==> config.mk <==
export PLATFORM = sky130hd
export DESIGN_NAME = gain_current_serial_load
export DESIGN_NICKNAME = d
export VERILOG_FILES = /design/src/core/gain_load_pkg.sv /design/src/core/pin_sync.sv /design/src/core/gain_current_serial_load.sv
export SDC_FILE = /design/constraint.sdc
export NUM_CORES = 1
export LEC_CHECK = 0
export ABC_AREA = 1
export BUFFER_PORTS_ARGS = -buffer_cell sky130_fd_sc_hd__clkbuf_2
export CELL_PAD_IN_SITES_DETAIL_PLACEMENT = 1
export CELL_PAD_IN_SITES_GLOBAL_PLACEMENT = 1
export CORE_MARGIN = 4
export CORE_UTILIZATION = 40
export DETAILED_ROUTE_END_ITERATION = 16
export PLACE_DENSITY = 0.77
export SYNTH_ARGS = -nofsm -noshare
export SYNTH_HDL_FRONTEND = slang
export SYNTH_SLANG_ARGS = --single-unit
==> constraint.sdc <==
create_clock -name clk_sys_i -period 2.1 [get_ports clk_sys_i]
set_clock_uncertainty 0.1 [all_clocks]
set_input_delay 0.42 -clock clk_sys_i [delete_from_list [all_inputs] [get_ports clk_sys_i]]
set_output_delay 0.42 -clock clk_sys_i [all_outputs]
set_load 0.02 [all_outputs]
==> src/core/gain_load_pkg.sv <==
// Constants for the serial gain/current load port.
// Assumes a single system clock; all pins arrive asynchronous to it.
package gain_load_pkg;
	// ****************************************
	// Word layout
	// ****************************************
	localparam int word_bits = 10;
	localparam int fixed_one_pos = 0;
	localparam int reserved_pos = 1;
	localparam int gain_lsb = 2;
	localparam int gain_bits = 5;
	localparam int current_lsb = 7;
	localparam int current_bits = 3;
	localparam logic [2:0] current_off = 3'h0;
	localparam logic [2:0] current_max = 3'h7;
	// ****************************************
	// Reset values and synchroniser depth
	// ****************************************
	localparam logic [9:0] word_reset = 10'h001;
	localparam int sync_stages = 2;
	// Idle pin levels {tx_on, enable_n, clock, data}: only enable rests high
	localparam logic [3:0] pin_idle = 4'h4;
endpackage

==> src/core/pin_sync.sv <==
// Two flip-flop synchroniser for a bundle of asynchronous pins.
// Assumes the destination clock is the system clock.
`timescale 1ns/1ps
module pin_sync #(
	parameter int width = 4,
	parameter logic [width-1:0] reset_value = '0
) (
	// Clock and reset
	input wire logic clk_sys_i,
	input wire logic reset_i,
	// Pins
	input wire logic [width-1:0] async_i,
	output logic [width-1:0] sync_o
);
	// ****************************************
	// Stages
	// ****************************************
	logic [width-1:0] first_reg;
	logic [width-1:0] first_next;
	logic [width-1:0] second_reg;
	logic [width-1:0] second_next;

	always_comb begin
		first_next = async_i;
		second_next = first_reg;
	end

	// First stage feeds only the second stage
	always_ff @(posedge clk_sys_i) begin
		if (reset_i) begin
			first_reg <= reset_value;
			second_reg <= reset_value;
		end else begin
			first_reg <= first_next;
			second_reg <= second_next;
		end
	end

	assign sync_o = second_reg;
endmodule

==> src/core/gain_current_serial_load.sv <==
// Serial load port of a programmable gain amplifier, with its active settings.
// Assumes serial clock, data, enable and transmit-on pins are asynchronous.
`timescale 1ns/1ps
module gain_current_serial_load
	import gain_load_pkg::*;
(
	// Clock and reset
	input wire logic clk_sys_i,
	input wire logic reset_i,
	// Serial load pins
	input wire logic ser_data_i,
	input wire logic ser_clk_i,
	input wire logic ser_enable_n_i,
	// Transmit control pin
	input wire logic tx_on_i,
	// Amplifier controls
	output logic amp_on_o,
	output logic input_stage_on_o,
	output logic [gain_load_pkg::gain_bits-1:0] gain_code_o,
	output logic [gain_load_pkg::current_bits-1:0] current_code_o,
	output logic [gain_load_pkg::word_bits-1:0] control_word_o
);
	import gain_load_pkg::*;

	// ****************************************
	// Pin synchronisation
	// ****************************************
	logic [3:0] pins_sync;
	logic data_s;
	logic clk_s;
	logic enable_n_s;
	logic tx_on_s;

	// Reset loads the idle pin levels, so no false edge follows reset
	pin_sync #(
		.width(4),
		.reset_value(pin_idle)
	) sync_u (
		.clk_sys_i(clk_sys_i),
		.reset_i(reset_i),
		.async_i({tx_on_i, ser_enable_n_i, ser_clk_i, ser_data_i}),
		.sync_o(pins_sync)
	);

	assign data_s = pins_sync[0];
	assign clk_s = pins_sync[1];
	assign enable_n_s = pins_sync[2];
	assign tx_on_s = pins_sync[3];

	// ****************************************
	// Edge detection
	// ****************************************
	logic clk_prev_reg;
	logic clk_prev_next;
	logic enable_prev_reg;
	logic enable_prev_next;
	logic tx_prev_reg;
	logic tx_prev_next;
	logic clk_rise;
	logic enable_rise;
	logic tx_rise;

	// Serial clock phases shorter than one system clock may be missed
	always_comb begin
		clk_prev_next = clk_s;
		enable_prev_next = enable_n_s;
		tx_prev_next = tx_on_s;
		clk_rise = clk_s && !clk_prev_reg;
		enable_rise = enable_n_s && !enable_prev_reg;
		tx_rise = tx_on_s && !tx_prev_reg;
	end

	always_ff @(posedge clk_sys_i) begin
		if (reset_i) begin
			clk_prev_reg <= pin_idle[1];
			enable_prev_reg <= pin_idle[2];
			tx_prev_reg <= pin_idle[3];
		end else begin
			clk_prev_reg <= clk_prev_next;
			enable_prev_reg <= enable_prev_next;
			tx_prev_reg <= tx_prev_next;
		end
	end

	// ****************************************
	// Serial shift register
	// ****************************************
	logic shift_en;
	logic [word_bits-1:0] shift_in;
	logic [word_bits-1:0] shift_reg;
	logic [word_bits-1:0] shift_next;

	// Each bit takes its lower neighbour; bit zero takes the data line
	assign shift_in[0] = data_s;
	for (genvar b = 1; b < word_bits; b = b + 1) begin : g_shift
		assign shift_in[b] = shift_reg[b-1];
	end

	always_comb begin
		shift_en = clk_rise && !enable_n_s;
		shift_next = shift_reg;
		// Older bits fall off the top, so only the last ten edges count
		if (shift_en) begin
			shift_next = shift_in;
		end
	end

	always_ff @(posedge clk_sys_i) begin
		if (reset_i) begin
			shift_reg <= word_reset;
		end else begin
			shift_reg <= shift_next;
		end
	end

	// ****************************************
	// Control word latch
	// ****************************************
	logic [word_bits-1:0] word_reg;
	logic [word_bits-1:0] word_next;

	always_comb begin
		word_next = word_reg;
		// First bit sent ends up at bit nine, the last at bit zero
		if (enable_rise) begin
			word_next = shift_reg;
		end
	end

	// Held through transmit disable; only the serial port and reset change it
	always_ff @(posedge clk_sys_i) begin
		if (reset_i) begin
			word_reg <= word_reset;
		end else begin
			word_reg <= word_next;
		end
	end

	// ****************************************
	// Field decode
	// ****************************************
	// Bits zero and one are stored and reach only control_word_o
	logic [gain_bits-1:0] word_gain;
	logic [current_bits-1:0] word_current;

	assign word_gain = word_reg[gain_lsb +: gain_bits];
	assign word_current = word_reg[current_lsb +: current_bits];

	// ****************************************
	// Active settings
	// ****************************************
	logic [gain_bits-1:0] gain_reg;
	logic [gain_bits-1:0] gain_next;
	logic [current_bits-1:0] current_reg;
	logic [current_bits-1:0] current_next;

	always_comb begin
		gain_next = gain_reg;
		current_next = current_reg;
		// Latched settings wait for a fresh turn-on, avoiding a glitch mid-burst
		if (tx_rise) begin
			gain_next = word_gain;
			current_next = word_current;
		end
	end

	always_ff @(posedge clk_sys_i) begin
		if (reset_i) begin
			gain_reg <= word_reset[gain_lsb +: gain_bits];
			current_reg <= word_reset[current_lsb +: current_bits];
		end else begin
			gain_reg <= gain_next;
			current_reg <= current_next;
		end
	end

	// ****************************************
	// Stage enables
	// ****************************************
	logic amp_on_reg;
	logic amp_on_next;
	logic input_on_reg;
	logic input_on_next;

	always_comb begin
		// Code zero shuts both stages, exactly as a low transmit-on does
		amp_on_next = tx_on_s && (current_next != current_off);
		input_on_next = amp_on_next;
	end

	always_ff @(posedge clk_sys_i) begin
		if (reset_i) begin
			amp_on_reg <= 1'b0;
			input_on_reg <= 1'b0;
		end else begin
			amp_on_reg <= amp_on_next;
			input_on_reg <= input_on_next;
		end
	end

	// ****************************************
	// Outputs
	// ****************************************
	assign amp_on_o = amp_on_reg;
	assign input_stage_on_o = input_on_reg;
	assign gain_code_o = gain_reg;
	assign current_code_o = current_reg;
	assign control_word_o = word_reg;
endmodule

**Yosys cells after proc, flatten, opt, wreduce, memory -nomap -nowiden**

Index checks and enable logic that the tools add are counted.

- Multiplexer cells: 1
- Reduce and logical (&&, ||, !) cells: 10

Operators by type and width:

| cell | count |
|---|---|
| $logic_and A1 B1 Y1 | 5 |
| $logic_not A1 Y1 | 4 |
| $mux W3 | 1 |
| $reduce_bool A3 Y1 | 1 |

- Register bits: 40
- Bits of input ports: 6
- Output and inout bits: 20
- Word-level logic and storage cells: 21

**Depth between registers and ports, before layout**

- Word-level depth: 5
- Gate-level depth with buffers: 7
- Gate-level depth less buffers: 7

**Cells and area by module**

A second synthesis with hierarchy kept.

- Cells, all modules: 170
- Area total of the unflattened synthesis: 1360.1 µm²

By module, submodules not included:

| module | times used | cells an instance | area an instance (µm²) | seq. area each (µm²) |
|---|---|---|---|---|
| gain_current_serial_load | 1 | 145 | 1136.1 | 640.6 |
| pin_sync | 1 | 25 | 224.0 | 160.2 |

**Worst setup path before layout**

OpenSTA, ideal clock, no wires.

- Path type: register to output
- Start: register input_on_reg (netlist: input_stage_on_o)
- End: output input_stage_on_o
- Arrival time: 0.595 ns
- Required time: 1.580 ns
- Slack: 0.985 ns
- Stages on the path, launching flop included: 2
- Buffers on the path: 1
- Cell sequence: dfxtp_1 buf_4

RTL lines:

| what | line | text |
|---|---|---|
| start, declared | gain_current_serial_load.sv:182 | `logic input_on_reg;` |
| start signal, assigned | gain_current_serial_load.sv:197 | `input_on_reg <= input_on_next;` |
| end, declared | gain_current_serial_load.sv:18 | `output logic input_stage_on_o,` |

No word-level cell between the ends.

**Final worst setup path**

- Start: register sync_u.second_reg[1] (netlist: sync_u.sync_o[1])
- End: register shift_reg[7]

- Cells in the longest elaborated chain, start to end: 2

Ends and longest elaborated chain:

| what | line | text |
|---|---|---|
| start, declared | pin_sync.sv:20 | `logic [width-1:0] second_reg;` |
| start signal, assigned | pin_sync.sv:32 | `second_reg <= reset_value;` |
| start signal, assigned | pin_sync.sv:35 | `second_reg <= second_next;` |
| $logic_and A1 B1 Y1 | gain_current_serial_load.sv:68 | `clk_rise = clk_s && !clk_prev_reg;` |
| $logic_and A1 B1 Y1 | gain_current_serial_load.sv:100 | `shift_en = clk_rise && !enable_n_s;` |
| end signal, assigned | gain_current_serial_load.sv:110 | `shift_reg <= word_reset;` |
| end signal, assigned | gain_current_serial_load.sv:112 | `shift_reg <= shift_next;` |
| end, declared | gain_current_serial_load.sv:90 | `logic [word_bits-1:0] shift_reg;` |

No other way between the ends.
A chain may end at the register's enable or synchronous reset.

==> out/qor.txt <==
Iteration-0 DRC Markers = 45
Initial antenna violation count = 0
CP max-delay cell = dfxtp_1
FILL cells = 437
RSZ-0062 raised after global routing = no
First-pass GRT wire length = 5030 um
Distinct cells, synth = 20
Hold Path Class = primary input to flip-flop
Core Area = 0.00336 mm^2
Setup CP Type = flip-flop to flip-flop
CP arrival = 1550 ps
Slew Limit Fails = 0
Post-DR vias/cell = 4.69
DRC = 0
Cell Pwr Density = 776 mW/mm^2
Die Y = 67.1 um
Maximum VDD drop = 0.406 mV
Placer's final routability congestion estimate = 0.742
Synth warn = 0
Die footprint = 0.00451 mm^2
Post-synth net total = 174
Post-DP HPWL = 2160 um
Max-slew headroom = 69.9%
TritonCTS Buffers = 5
Final worst-path cycle share = 69.7%
Commonest non-fill, non-tap cell in the layout = dfxtp_1
Hold Slack = 182 ps
Initial cell density of the core = 41.6%
Most used cell, CP = nand2_1
F_max = 683 MHz
Root Buffer = clkbuf_4
Register area share after synthesis = 57.2%
Die width = 67.1 um
Clk sinks = 40
Min cycle time layout = 1460 ps
Worst slew pin tran = 451 ps
GRT Util Overall = 14.7%
Clock transition at the registers of the reported paths = 100 ps
Most frequent cells in the layout = dfxtp_1 (40), nor2_1 (35), clkbuf_2 (25)
Fraction of final layout cells sized beyond drive strength 1 = 22.0%
Setup-failing EPs final = 0
Synth Instances = 168
N_diodes = 0
Total Neg Setup Slack = 0 ps
Startpoint types = flip-flop
WL/cell = 12.0 um
Largest net degree at the start of global routing = 24
H-tree level count = 2
Synthesis-to-finish area growth = 12.3%
WP buf/inv = 1
TritonRoute pass-1 iters = 4
CTS resizes = 0
Post-synthesis register bit count = 40
Layout Nets = 199
Number of hold buffers added after CTS = 0
Leak pwr = 0.714 nW
Vias in the first global route = 1,099
Peak fanout along the critical path = 11
Via Count = 1,112
Post-CTS Setup Bufs = 0
Cell Rows = 21
DRT antenna net count = 0
Nature of the critical path endpoint = flip-flop
Crit path largest cell delay = 350 ps
Max-capacitance violation count = 0
Final hold violation count = 0
Worst Path Required = 2190 ps
Outcome = completed
TritonCTS clock tree = built
GR Overflow Total = 0
Skew-Pair Late Insertion Delay = 310 ps
CP delay by family, top = simple AND/OR/NAND/NOR gates
IO Pins = 26
Routed WL = 2850 um
Area of the mapped netlist = 0.00140 mm^2
Syn Area/Cell = 8.33 um^2
CP cell instances = inv_2, nor2_2, nand2_1, nand2_1, a21oi_1
Port Buffer Count = 25
CTS Buffer Depth = 2
-- worst paths after layout --
path	cells past startpoint	start	slack, ps	to
worst min-delay path	2	ser_enable_n_i	180	sync_u.first_reg[2]
worst max register to register	5	sync_u.sync_o[1]	640	shift_reg[7]
worst min register to register	2	sync_u.first_reg[0]	320	sync_u.sync_o[0]
worst max-delay path	5	sync_u.sync_o[1]	640	shift_reg[7]
-- power breakdown --
part	internal, mW	switching (mW)	total, mW	leakage (nW)
sequential	0.782	0.0131	0.795	0.326
combinational	0.0324	0.0687	0.101	0.365
clock	0.112	0.211	0.323	0.0230
-- synthesized netlist by cell type, drive strengths merged --
library cell | instances | area, um^2
dfxtp | 40 | 801
nor2 | 37 | 158
nand2 | 22 | 90.1
inv | 19 | 73.8
nand3 | 15 | 75.1
o21ai | 14 | 70.1
a21oi | 11 | 62.6
buf | 7 | 48.8
or2 | 2 | 12.5
nand3b | 1 | 7.51
-- per-stage QoR --
step	area (um^2)	utilization (%)	std cells	setup slack [ps]	power [mW]
global placement	1530	45.6	232	708	0.910
detailed placement	1530	45.6	232	620	0.917
floorplan	1400	-	168	985	0.886
CTS	1570	46.7	237	606	1.24
global route	1570	46.7	237	443	1.29
finish	1570	46.7	237	637	1.22
-- layer usage --
layer	part of all wire, %	up-vias	GRT usage [%]
li1	-	571	-
met1	45	519	17.4
met2	49	20	26.1
met3	4.7	2	4.16
met4	0.60	0	3.80
met5	0	-	0
-- cell type report --
cell class,instances,area [um^2],share of cell area [%]
multi-input combinational,102,475,30.3
inverter,19,73.8,4.70
timing repair buffer,25,125,7.97
clock buffer,5,37.5,2.39
sequential,40,801,51.0
tap,46,57.6,3.67
-- cells by family (layout without fill, tap and decap cells) --
| logic type | Yosys count | count (layout) | synth area share [%] |
|---|---|---|---|
| and+or+nand+nor | 77 | 77 | 24.5 |
| buffers and inverters | 26 | 49 | 8.77 |
| AOI/OAI and AO/OA | 25 | 25 | 9.48 |
| DFF | 40 | 40 | 57.2 |
Power figures use the tool's default switching activity.
